===== src/design/input_limit_pkg.sv =====
/*
 constants, reset values and the state record of the charger input stage controller.
 assumes a serial-bus front end elsewhere that turns bus frames into byte reads and writes.
*/
// Behaviour
// - input above overvoltage threshold opens input FET
// - lockout when input over or under valid
// - lockout: system-ok released, interrupt asserted
// - lockout: charging off, battery feeds system
// - negative bus voltage turns external gate off
// - writing 0x33 bit 7 enters low power
// - writing 0x33 bit 1 leaves low power
// - pull-up seen on CC leaves low power
// - detected limit code readable at 0x22
// - force bit at 0x21 selects manual limit
// - above charge thermal limit, cut charge current
// - at max die temperature, draw no input
// - load over limit, battery supplements system
// - adaptive loop holds input voltage, regs 0x2C-0x2E
// - type 101, CC not 3A gives 0x17
// - type 100/001, CC not 3A gives 0x13
// - legacy 1x, type 000/010 with CC not 3A, or type 011 with CC 1.5A, gives 0x0E
// - type 011, CC low gives 0x09
// - legacy 01, type 000/010, CC low gives 0x04
// - legacy 01, SDP allowance picks 0x04/0x09/0x0E
package input_limit_pkg;
	// ============================================================
	// register offsets and bit positions
	localparam logic [7:0] OVR_OFS = 8'h21;
	localparam logic [7:0] DET_OFS = 8'h22;
	localparam logic [7:0] ADAPT_VMIN_OFS = 8'h2c;
	localparam logic [7:0] ADAPT_IVL_OFS = 8'h2d;
	localparam logic [7:0] ADAPT_EN_OFS = 8'h2e;
	localparam logic [7:0] LOWPOW_OFS = 8'h33;
	localparam int FORCE_BIT = 7;
	localparam int LP_ENTRY_BIT = 7;
	localparam int LP_EXIT_BIT = 1;
	localparam int ADAPT_EN_BIT = 0;
	// ============================================================
	// limit codes and detection encodings
	localparam logic [4:0] LIM_3A = 5'h1d;
	localparam logic [4:0] LIM_2A4 = 5'h17;
	localparam logic [4:0] LIM_2A = 5'h13;
	localparam logic [4:0] LIM_1A5 = 5'h0e;
	localparam logic [4:0] LIM_1A = 5'h09;
	localparam logic [4:0] LIM_0A5 = 5'h04;
	localparam logic [4:0] LIM_MAX_RED = 5'h1f;
	localparam logic [1:0] LT_NONE = 2'h0;
	localparam logic [1:0] LT_SDP = 2'h1;
	localparam logic [1:0] LT_CDP = 2'h2;
	localparam logic [1:0] LT_DCP = 2'h3;
	localparam logic [2:0] PT_NONE = 3'h0;
	localparam logic [2:0] PT_2A_B = 3'h1;
	localparam logic [2:0] PT_500M = 3'h2;
	localparam logic [2:0] PT_1A = 3'h3;
	localparam logic [2:0] PT_2A = 3'h4;
	localparam logic [2:0] PT_2A4 = 3'h5;
	localparam logic [2:0] PT_3A = 3'h6;
	localparam logic [1:0] CC_1A5 = 2'h2;
	localparam logic [1:0] CC_3A = 2'h3;
	// ============================================================
	// state record and its reset value
	typedef struct packed {
		logic force_r;
		logic [4:0] manual_r;
		logic [4:0] detect_r;
		logic lowpow_r;
		logic lockout_r;
		logic fet_off_r;
		logic neg_gate_off_r;
		logic die_max_r;
		logic chg_reduce_r;
		logic supplement_r;
		logic [7:0] adapt_vmin_r;
		logic [7:0] adapt_ivl_r;
		logic adapt_en_r;
		logic [7:0] adapt_cnt_r;
		logic [4:0] adapt_red_r;
		logic [4:0] limit_r;
		logic [7:0] rdata_r;
	} state_t;
	localparam logic [4:0] MANUAL_RST = 5'h04;
	localparam logic [4:0] DETECT_RST = 5'h04;
	localparam logic [7:0] ADAPT_VMIN_RST = 8'h00;
	localparam logic [7:0] ADAPT_IVL_RST = 8'h10;
	localparam state_t STATE_RST = '{
		manual_r: MANUAL_RST, detect_r: DETECT_RST, limit_r: DETECT_RST,
		adapt_vmin_r: ADAPT_VMIN_RST, adapt_ivl_r: ADAPT_IVL_RST, default: '0};
endpackage : input_limit_pkg


===== src/design/input_limit_select_ctrl.sv =====
/*
 input stage control: lockout, gate control, low power, thermal and adaptive
 current reduction, and the limit-code decoder with software override.
 assumes: analog comparators deliver clean levels synchronous to clk; a serial
 bus front end presents byte accesses on the reg_* port, one cycle each.
*/
`timescale 1ns/10ps
module input_limit_select_ctrl
	import input_limit_pkg::*;
(
	input wire logic clk,
	input wire logic srst,
	input wire logic ce,
	input wire logic input_ov,
	input wire logic input_uv,
	input wire logic neg_volt_det,
	input wire logic dfp_pullup_cc1,
	input wire logic dfp_pullup_cc2,
	input wire logic [1:0] legacy_port_type,
	input wire logic [2:0] proprietary_charger_type,
	input wire logic [1:0] cc_current_status,
	input wire logic [1:0] sdp_allowance,
	input wire logic cdp_allowance,
	input wire logic die_over_chg_limit,
	input wire logic die_at_max_limit,
	input wire logic load_over_limit,
	input wire logic adapt_vin_low,
	input wire logic [7:0] reg_addr,
	input wire logic [7:0] reg_wdata,
	input wire logic reg_we,
	input wire logic reg_re,
	output logic [7:0] reg_rdata,
	output logic input_fet_on,
	output logic input_lockout,
	output logic system_ok_out,
	output logic system_ok_oe,
	output logic int_n_out,
	output logic int_n_oe,
	output logic neg_volt_gate_out,
	output logic charge_enable,
	output logic batt_switch_closed,
	output logic charge_current_reduce,
	output logic input_path_off,
	output logic low_power,
	output logic [7:0] adapt_vin_min,
	output logic [4:0] input_limit_value
);
	// ============================================================
	// limit decoder, rows in table priority
	function automatic logic [5:0] decode_limit(
		input logic [1:0] lt,
		input logic [2:0] pt,
		input logic [1:0] cc,
		input logic [1:0] sdp,
		input logic cdp
	);
		logic [5:0] r;
		logic cc_low;
		r = 6'h00;
		cc_low = (cc < CC_1A5);
		// no legacy detection yet: keep the previous code
		if (lt == LT_NONE)
			r = 6'h00;
		else if ((cc == CC_3A && sdp == 2'h0 && !cdp) || (lt == LT_DCP && cc == CC_3A)
			|| pt == PT_3A)
			r = {1'b1, LIM_3A};
		else if (pt == PT_2A4 && cc != CC_3A)
			r = {1'b1, LIM_2A4};
		else if ((pt == PT_2A || pt == PT_2A_B) && cc != CC_3A)
			r = {1'b1, LIM_2A};
		else if (lt[1] && (pt == PT_NONE || pt == PT_500M) && cc != CC_3A)
			r = {1'b1, LIM_1A5};
		else if (lt[1] && (pt == PT_NONE || pt == PT_500M || pt == PT_1A) && cc == CC_1A5)
			r = {1'b1, LIM_1A5};
		else if (pt == PT_1A && cc_low)
			r = {1'b1, LIM_1A};
		else if (lt == LT_SDP && (pt == PT_NONE || pt == PT_500M) && cc_low)
			r = {1'b1, LIM_0A5};
		else if (lt == LT_SDP && pt == PT_NONE && !cc_low && sdp != 2'h0)
		begin
			if (sdp == 2'h1)
				r = {1'b1, LIM_0A5};
			else if (sdp == 2'h2)
				r = {1'b1, LIM_1A};
			else
				r = {1'b1, LIM_1A5};
		end
		else if (lt == LT_CDP && pt == PT_NONE && cc == CC_3A && cdp)
			r = {1'b1, LIM_1A5};
		return r;
	endfunction : decode_limit

	function automatic logic [4:0] sat_sub(input logic [4:0] a, input logic [4:0] b);
		return (a > b) ? 5'(a - b) : 5'h00;
	endfunction : sat_sub

	// ============================================================
	// state update
	state_t st_r;
	state_t st_nxt;
	logic [5:0] dec;
	logic wr_lp;
	logic lp_exit;

	always_comb
	begin
		st_nxt = st_r;
		st_nxt.fet_off_r = input_ov;
		st_nxt.lockout_r = input_ov | input_uv;
		st_nxt.neg_gate_off_r = neg_volt_det;
		st_nxt.die_max_r = die_at_max_limit;
		st_nxt.chg_reduce_r = die_over_chg_limit | die_at_max_limit;
		// battery fills the gap whenever the input cannot carry the load
		st_nxt.supplement_r = load_over_limit | input_ov | input_uv
			| die_at_max_limit;
		dec = decode_limit(legacy_port_type, proprietary_charger_type,
			cc_current_status, sdp_allowance, cdp_allowance);
		if (dec[5])
			st_nxt.detect_r = dec[4:0];
		// register writes
		wr_lp = reg_we && reg_addr == LOWPOW_OFS;
		if (reg_we && reg_addr == OVR_OFS)
		begin
			st_nxt.force_r = reg_wdata[FORCE_BIT];
			st_nxt.manual_r = reg_wdata[4:0];
		end
		else if (reg_we && reg_addr == ADAPT_VMIN_OFS)
			st_nxt.adapt_vmin_r = reg_wdata;
		else if (reg_we && reg_addr == ADAPT_IVL_OFS)
			st_nxt.adapt_ivl_r = reg_wdata;
		else if (reg_we && reg_addr == ADAPT_EN_OFS)
			st_nxt.adapt_en_r = reg_wdata[ADAPT_EN_BIT];
		// exit wins over entry so a plugged adapter is never ignored
		lp_exit = (wr_lp && reg_wdata[LP_EXIT_BIT]) || dfp_pullup_cc1 || dfp_pullup_cc2;
		if (lp_exit)
			st_nxt.lowpow_r = 1'b0;
		else if (wr_lp && reg_wdata[LP_ENTRY_BIT])
			st_nxt.lowpow_r = 1'b1;
		// adaptive loop: one reduction step per interval while input sags
		if (!st_r.adapt_en_r)
		begin
			st_nxt.adapt_cnt_r = 8'h00;
			st_nxt.adapt_red_r = 5'h00;
		end
		else if (st_r.adapt_cnt_r >= st_r.adapt_ivl_r)
		begin
			st_nxt.adapt_cnt_r = 8'h00;
			if (adapt_vin_low && st_r.adapt_red_r != LIM_MAX_RED)
				st_nxt.adapt_red_r = 5'(st_r.adapt_red_r + 5'h01);
			else if (!adapt_vin_low && st_r.adapt_red_r != 5'h00)
				st_nxt.adapt_red_r = 5'(st_r.adapt_red_r - 5'h01);
		end
		else
			st_nxt.adapt_cnt_r = 8'(st_r.adapt_cnt_r + 8'h01);
		st_nxt.limit_r = sat_sub(st_r.force_r ? st_r.manual_r : st_r.detect_r,
			st_r.adapt_red_r);
		// register reads; unmapped addresses read zero
		if (reg_re)
		begin
			if (reg_addr == OVR_OFS)
				st_nxt.rdata_r = {st_r.force_r, 2'h0, st_r.manual_r};
			else if (reg_addr == DET_OFS)
				st_nxt.rdata_r = {3'h0, st_r.detect_r};
			else if (reg_addr == ADAPT_VMIN_OFS)
				st_nxt.rdata_r = st_r.adapt_vmin_r;
			else if (reg_addr == ADAPT_IVL_OFS)
				st_nxt.rdata_r = st_r.adapt_ivl_r;
			else if (reg_addr == ADAPT_EN_OFS)
				st_nxt.rdata_r = {7'h00, st_r.adapt_en_r};
			else if (reg_addr == LOWPOW_OFS)
				st_nxt.rdata_r = {st_r.lowpow_r, 7'h00};
			else
				st_nxt.rdata_r = 8'h00;
		end
	end

	always_ff @(posedge clk)
	begin
		if (srst)
			st_r <= STATE_RST;
		else if (ce)
			st_r <= st_nxt;
	end

	// ============================================================
	// outputs, all straight from state
	assign reg_rdata = st_r.rdata_r;
	assign input_fet_on = !st_r.fet_off_r;
	assign input_lockout = st_r.lockout_r;
	// open-drain: system-ok pulled low when healthy, released in lockout
	assign system_ok_out = 1'b0;
	assign system_ok_oe = !st_r.lockout_r;
	assign int_n_out = 1'b0;
	assign int_n_oe = st_r.lockout_r;
	assign neg_volt_gate_out = st_r.neg_gate_off_r;
	assign charge_enable = !st_r.lockout_r && !st_r.die_max_r && !st_r.lowpow_r;
	assign batt_switch_closed = st_r.supplement_r;
	assign charge_current_reduce = st_r.chg_reduce_r;
	assign input_path_off = st_r.die_max_r || st_r.fet_off_r;
	assign low_power = st_r.lowpow_r;
	assign adapt_vin_min = st_r.adapt_vmin_r;
	assign input_limit_value = st_r.limit_r;
endmodule : input_limit_select_ctrl


===== config.mk =====
export PLATFORM = sky130hd
export DESIGN_NAME = input_limit_select_ctrl
export DESIGN_NICKNAME = d
export VERILOG_FILES = /design/src/design/input_limit_pkg.sv /design/src/design/input_limit_select_ctrl.sv
export SDC_FILE = /design/constraint.sdc
export NUM_CORES = 1
export LEC_CHECK = 0
export BUFFER_PORTS_ARGS = -buffer_cell sky130_fd_sc_hd__buf_2
export CAP_MARGIN = 20
export CORE_ASPECT_RATIO = 0.75
export CORE_UTILIZATION = 60
export CTS_BUF_LIST = sky130_fd_sc_hd__clkbuf_16
export DETAILED_ROUTE_END_ITERATION = 6
export GPL_TIMING_DRIVEN = 0
export PLACE_DENSITY = 0.86
export SLEW_MARGIN = 10
export SYNTH_ARGS = -nofsm -noshare
export SYNTH_HDL_FRONTEND = slang
export SYNTH_SLANG_ARGS = --single-unit
export TNS_END_PERCENT = 50

===== constraint.sdc =====
create_clock -name clk -period 6.5 [get_ports clk]
set_input_delay 1.95 -clock clk [delete_from_list [all_inputs] [get_ports clk]]
set_output_delay 1.95 -clock clk [all_outputs]
set_load 0.02 [all_outputs]

==> flow_metrics.py, run 1 <==
metrics = {
    "logic_synthesis": {
        "synthTopCellsByArea": "dfxtp_1, mux2i_1, ha_1, nor2_1, buf_4",
        "synthMuxAreaShare": 0.0918,
        "synth-main-ff-cell": "dfxtp_1",
        "synth_top_cell_area_share": 0.321,
        "synthAdderAreaFrac": 0.0763,
        "synth-warning-count": 0,
        "synth_top_family_by_area": "simple AND/OR/NAND/NOR gates",
        "synth_cell_types": 70,
        "synth_simple_gate_area_share": 0.211,
        "ys_seq_area_frac": 0.321,
        "synth_compound_area_frac": 0.180,
        "async_flop_share": 0,
        "synthCells": 449,
        "synth-seq-cells": 61,
        "synth_edf_count": 0,
        "syn_avg_cell_area_um2": 8.47,
        "synth_xor_xnor_area_share": 0.0230,
        "netlist_area_um2": 3800,
        "synth_top_area_cell": "dfxtp_1",
    },
    "floorplanning": {
        "dieWidth_um": 93.9,
        "dieArea_um2": 6670,
        "ioPinCount": 73,
        "core_area_um2": 5980,
        "initial_core_util": 0.637,
        "die_h_um": 71.0,
        "rows": 24,
    },
    "drt": {
        "final_antenna_net_count": 0,
        "drt_first_pass_iters": 7,
        "drtIter0Drc": 340,
        "vias_per_cell": 6.11,
        "num_vias": 3704,
        "routedWlPerCell_um": 16.7,
        "drc": 0,
        "routed_wirelength_mm": 10.1,
    },
    "timing": {
        "worstMarginPinSlew_ps": 619,
        "rsz0062_at_grt": "false",
        "fin_skew_ps": 5.08,
        "hold_violations": 0,
        "drv_slew": 0,
        "fin_setup_tns_ps": 0,
        "final-setup-viol-count": 0,
        "min_period_ps": 3570,
        "fin_crit_sh": 0.549,
        "relSlewSlack": 0.584,
        "max_freq_ghz": 0.280,
    },
    "cts": {
        "cts_tree": "built",
        "clk_pin_slew_ps": 50,
        "root_buffer": "clkbuf_16",
        "post_cts_buffers": 0,
        "numClockSinks": 61,
        "htree_levels": 3,
        "insertion_delay_ps": 340,
        "clockBufferDepth": 2,
        "hold_buffers": 0,
        "ctsResizeCount": 0,
        "cts_made_buffers": 9,
    },
    "global_routing": {
        "antenna_found_initial": 0,
        "grt_max_degree": 11,
        "grt.overflow.total": 0,
        "grt_pass1_vias": 3429,
        "grt_pass1_wl_mm": 16.6,
        "grt_util_all_layers": 0.323,
    },
    "pwr": {
        "cellPowerDensity_nw_per_um2": 217,
        "ir_drop_uv": 146,
        "power.leakage_nw": 1.88,
        "power_mw": 0.976,
    },
    "critical_path": {
        "crit_chain": "buf_2 -> nor4_4 -> nand2_1 -> nor2_2 -> mux2i_1 -> nor2_1",
        "crit_fanout": 10,
        "path_delay_family": "simple AND/OR/NAND/NOR gates",
        "worstSetupStartpointType": "input pin",
        "worst-path-buf-inv": 1,
        "cpPeakStageDelay_ps": 600,
        "crit_path_end_kind": "flip-flop",
        "crit_slowest_cell": "nor4_4",
        "cp_data_required_time_ps": 6700,
        "worstSetupPathType": "in2reg",
        "arrival_ps": 3770,
    },
    "run": {
        "drv_cap": 0,
    },
    "layout": {
        "area_delta_synth_final_pct": 18.3,
        "nNetsFinal": 585,
        "num_antenna_cells": 0,
        "drive_above_1_share": 0.242,
    },
    "place": {
        "routabilityCongestion": 0.930,
        "port_buffers": 62,
        "hpwl_mm": 7.45,
    },
    "min_path": {
        "min_path_type": "reg2reg",
    },
    "outcome": {
        "status": "finished clean",
    },
}
==> through the flow <==
stage	setup slack, ps	area, µm²	instances	util	hold slack (ps)
final	2930	4500	606	0.753	450
after global routing	2850	4500	606	0.753	480
after CTS	3000	4500	606	0.753	453
after detailed placement	2710	4220	590	0.705	446
after global placement	2730	4220	590	0.705	444
after floorplan	3110	3810	450	-	426
==> metal layers <==
layer  track usage  share of wire  up-vias
li1              -              -     1727
met1         0.435           0.43     1717
met2         0.487           0.44      234
met5             0              0        -
met3         0.102           0.11       26
met4         0.116          0.019        0
==> cell usage after synthesis, types with 4 or more instances <==
| cell type | number |
|---|---|
| mux2i_1 | 27 |
| o32ai_1 | 4 |
| nor2_1 | 63 |
| and2_1 | 7 |
| a21oi_1 | 18 |
| xor2_1 | 5 |
| xnor2_1 | 5 |
| mux2_2 | 7 |
| nand2_1 | 29 |
| buf_4 | 24 |
| o221ai_1 | 4 |
| o21ai_0 | 21 |
| clkbuf_1 | 9 |
| inv_1 | 23 |
| nand3_1 | 11 |
| dfxtp_1 | 61 |
| nor2b_1 | 10 |
| a211oi_1 | 12 |
| nor3_1 | 9 |
| ha_1 | 20 |
| nand4_1 | 5 |
| buf_2 | 6 |
==> power breakdown <==
group | switching [mW] | internal [mW]
combinational | 0.0763 | 0.0507
clock | 0.170 | 0.291
sequential | 0.00581 | 0.382
==> layout by cell type, fill, tap and decap left out, types with 3 or more instances in the layout <==
master	Yosys	routed
and2_1	7	7
buf_2	6	68
a21oi_1	18	18
a211oi_1	12	12
nand3_1	11	11
nor2b_1	10	10
xor2_1	5	5
ha_1	20	20
clkbuf_1	9	9
buf_4	24	24
mux2_2	7	7
nand4_1	5	5
nor2_1	63	63
clkbuf_16	0	9
o21ai_0	21	21
clkinv_1	2	3
dfxtp_1	61	61
o32ai_1	4	4
o221ai_1	4	4
nand2_1	29	29
clkinv_2	0	4
a21o_1	3	3
mux2i_1	27	27
inv_1	23	24
nor3_1	9	9
xnor2_1	5	5
buf_1	3	3
==> registers in the layout, summed over array words and instances, names as in the netlist <==
| name | flops |
|---|---|
| input_lockout | 1 |
| st_r | 35 |
| low_power | 1 |
| neg_volt_gate_out | 1 |
| reg_rdata | 8 |
| input_limit_value | 5 |
| charge_current_reduce | 1 |
| adapt_vin_min | 8 |
| batt_switch_closed | 1 |
==> path summary, 6_finish.rpt <==
path                                to          from  cells after the start  slack [ps]
setup / recovery              st_r[58]   reg_addr[7]                      6        2930
hold / removal            reg_rdata[6]  reg_rdata[6]                      2         450
setup reg to reg  input_limit_value[4]      st_r[60]                     10        3930
hold reg to reg           reg_rdata[6]  reg_rdata[6]                      2         450
==> cells by family (layout without fill, tap and decap cells) <==
group | count (synthesis) | count (layout)
and+or+nand+nor | 158 | 158
AOI/OAI and AO/OA | 94 | 94
buffers and inverters | 69 | 147
DFF | 61 | 61
muxes | 34 | 34
adders and majority gates | 22 | 22
xor gates and xnor gates | 10 | 10
other | 1 | 2
==> worst register-to-register path: cells and delay by family (launching register included) <==
family                     cells  cell delay [ps]
adders and majority gates      2              630
buffers and inverters          2              400
xor gates and xnor gates       1              170
and+or+nand+nor                1               60
AOI/OAI and AO/OA              3              560
DFF                            1              310
muxes                          1              340
==> cell type report <==
| class | instances | area [µm²] |
|---|---|---|
| multi-input combinational | 320 | 2220 |
| fill | 424 | 1480 |
| sequential | 61 | 1220 |
| timing repair buffer | 62 | 310 |
| buffer | 44 | 272 |
| clock buffer | 9 | 225 |
| tap | 78 | 97.6 |
| inverter | 25 | 93.8 |
| clock inverter | 7 | 57.6 |
No activity file was read; power rests on OpenSTA's default activity.
==> run 2: changes to the inputs <==
--- a/config.mk
+++ b/config.mk
@@ -8,11 +8,11 @@
 export BUFFER_PORTS_ARGS = -buffer_cell sky130_fd_sc_hd__buf_2
 export CAP_MARGIN = 20
 export CORE_ASPECT_RATIO = 0.75
-export CORE_UTILIZATION = 60
+export CORE_UTILIZATION = 50
 export CTS_BUF_LIST = sky130_fd_sc_hd__clkbuf_16
 export DETAILED_ROUTE_END_ITERATION = 6
 export GPL_TIMING_DRIVEN = 0
-export PLACE_DENSITY = 0.86
+export PLACE_DENSITY = 0.76
 export SLEW_MARGIN = 10
 export SYNTH_ARGS = -nofsm -noshare
 export SYNTH_HDL_FRONTEND = slang
==> constraint.sdc (replaced) <==
create_clock -name clk -period 3.2 [get_ports clk]
set_input_delay 0.96 -clock clk [delete_from_list [all_inputs] [get_ports clk]]
set_output_delay 0.96 -clock clk [all_outputs]
set_load 0.02 [all_outputs]
==> flow_metrics.py, run 2 (same netlist as run 1, synthesis figures left out) <==
metrics = {
    "critical_path": {
        "path_delay_family": "buffers and inverters",
        "crit_slowest_cell": "clkbuf_1",
        "worstSetupPathType": "in2reg",
        "worst-path-buf-inv": 3,
        "crit_chain": "clkbuf_1 -> clkbuf_1 -> buf_1 -> nand4_1 -> o32ai_1",
        "arrival_ps": 2790,
        "crit_path_end_kind": "flip-flop",
        "cpPeakStageDelay_ps": 550,
        "worstSetupStartpointType": "input pin",
        "crit_fanout": 10,
        "cp_data_required_time_ps": 3440,
        "cpMostUsedCell": "clkbuf_1",
    },
    "timing": {
        "rsz0062_at_grt": "false",
        "fin_setup_tns_ps": 0,
        "layout_setup_ws_ps": 655,
        "max_freq_ghz": 0.393,
        "relSlewSlack": 0.571,
        "fin_skew_ps": 4.85,
        "drv_slew": 0,
        "whs_ps": 457,
        "min_period_ps": 2540,
        "hold_violations": 0,
        "fin_crit_sh": 0.795,
        "worstMarginPinSlew_ps": 643,
        "final-setup-viol-count": 0,
    },
    "min_path": {
        "min_path_type": "reg2reg",
    },
    "pwr": {
        "p_sw_frac": 0.264,
        "clkPwrFrac": 0.478,
        "intPower_mw": 1.48,
        "p_sw_mw": 0.530,
        "sequentialPowerShare": 0.393,
        "cellPowerDensity_nw_per_um2": 442,
        "power.leakage_nw": 1.88,
        "comb_power_share": 0.129,
        "ir_drop_uv": 270,
        "power_mw": 2.01,
    },
    "layout": {
        "stdcell_area_um2": 4540,
        "nNetsFinal": 585,
        "top_register": "st_r",
        "num-fill-cells": 671,
        "area_delta_synth_final_pct": 19.3,
        "layout_common_cells": "buf_2, nor2_1, dfxtp_1",
        "largest_register_ff_count": 35,
        "fin_util": 0.616,
        "num_antenna_cells": 0,
        "fin_cells": 629,
        "layout_commonest_cell": "buf_2",
        "drive_above_1_share": 0.244,
    },
    "floorplanning": {
        "core_area_um2": 7360,
        "die_h_um": 77.5,
        "dieArea_um2": 7960,
        "rows": 27,
        "ioPinCount": 73,
        "dieWidth_um": 103,
        "initial_core_util": 0.516,
    },
    "place": {
        "dp_slack_ps": 384,
        "placed_area_um2": 4240,
        "hpwl_mm": 7.49,
        "port_buffers": 62,
        "routabilityCongestion": 0.914,
        "dp_cells": 613,
    },
    "cts": {
        "root_buffer": "clkbuf_16",
        "numClockSinks": 61,
        "hold_buffers": 0,
        "post_cts_buffers": 0,
        "clockBufferDepth": 2,
        "clk_pin_slew_ps": 50,
        "insertion_delay_ps": 330,
        "htree_levels": 3,
        "cts_tree": "built",
        "ctsResizeCount": 0,
        "cts_made_buffers": 9,
    },
    "drt": {
        "routed_wirelength_mm": 10.1,
        "drtIter0Drc": 181,
        "drc": 0,
        "vias_per_cell": 5.64,
        "routedWlPerCell_um": 16.0,
        "drt_first_pass_iters": 4,
        "num_vias": 3548,
        "final_antenna_net_count": 0,
    },
    "global_routing": {
        "grt_util_all_layers": 0.264,
        "grt.overflow.total": 0,
        "grt_pass1_wl_mm": 15.9,
        "grt_pass1_vias": 3312,
        "grt_max_degree": 12,
        "antenna_found_initial": 0,
    },
    "run": {
        "drv_cap": 0,
    },
    "outcome": {
        "status": "finished clean",
    },
}
==> run 2: final cells by class <==
class	instances	area, µm²	share of cell area
clock inverter	7	67.6	0.0149
clock buffer	9	225	0.0496
multi-input combinational	320	2220	0.490
buffer	44	272	0.0598
timing repair buffer	62	310	0.0684
tap	101	126	0.0279
sequential	61	1220	0.269
inverter	25	93.8	0.0207
==> run 2: power by group through the flow <==
stage	clock (mW)	combinational, mW	sequential [mW]
6_report	0.959	0.259	0.789
5_1_grt	0.994	0.280	0.790
4_1_cts	0.960	0.256	0.788
3_5_place_dp	0	0.253	0.804
3_3_place_gp	0	0.247	0.803
2_1_floorplan	0	0.166	0.804
==> run 2: routing by layer <==
metal  vias to the layer above  GRT usage  wire length (µm)
li1                       1726          -                 -
met1                      1671      0.359              4860
met2                       132      0.397              4380
met3                        19     0.0766               667
met4                         0     0.0871               166
met5                         -          0                 0
==> run 2: final timing paths <==
check | slack [ps] | depth (start not counted) | from | to
setup / recovery | 660 | 5 | ce | st_r[14]
hold reg to reg | 460 | 2 | reg_rdata[5] | reg_rdata[5]
hold / removal | 460 | 2 | reg_rdata[5] | reg_rdata[5]
setup reg to reg | 730 | 8 | st_r[60] | input_limit_value[2]
==> run 2: tightest hold or removal path, delay by kind of cell (launching register included) <==
kind             cells  cell delay, ps
AO/OA/AOI/OAI        1              50
AND/OR/NAND/NOR      1              50
flip-flops           1             310
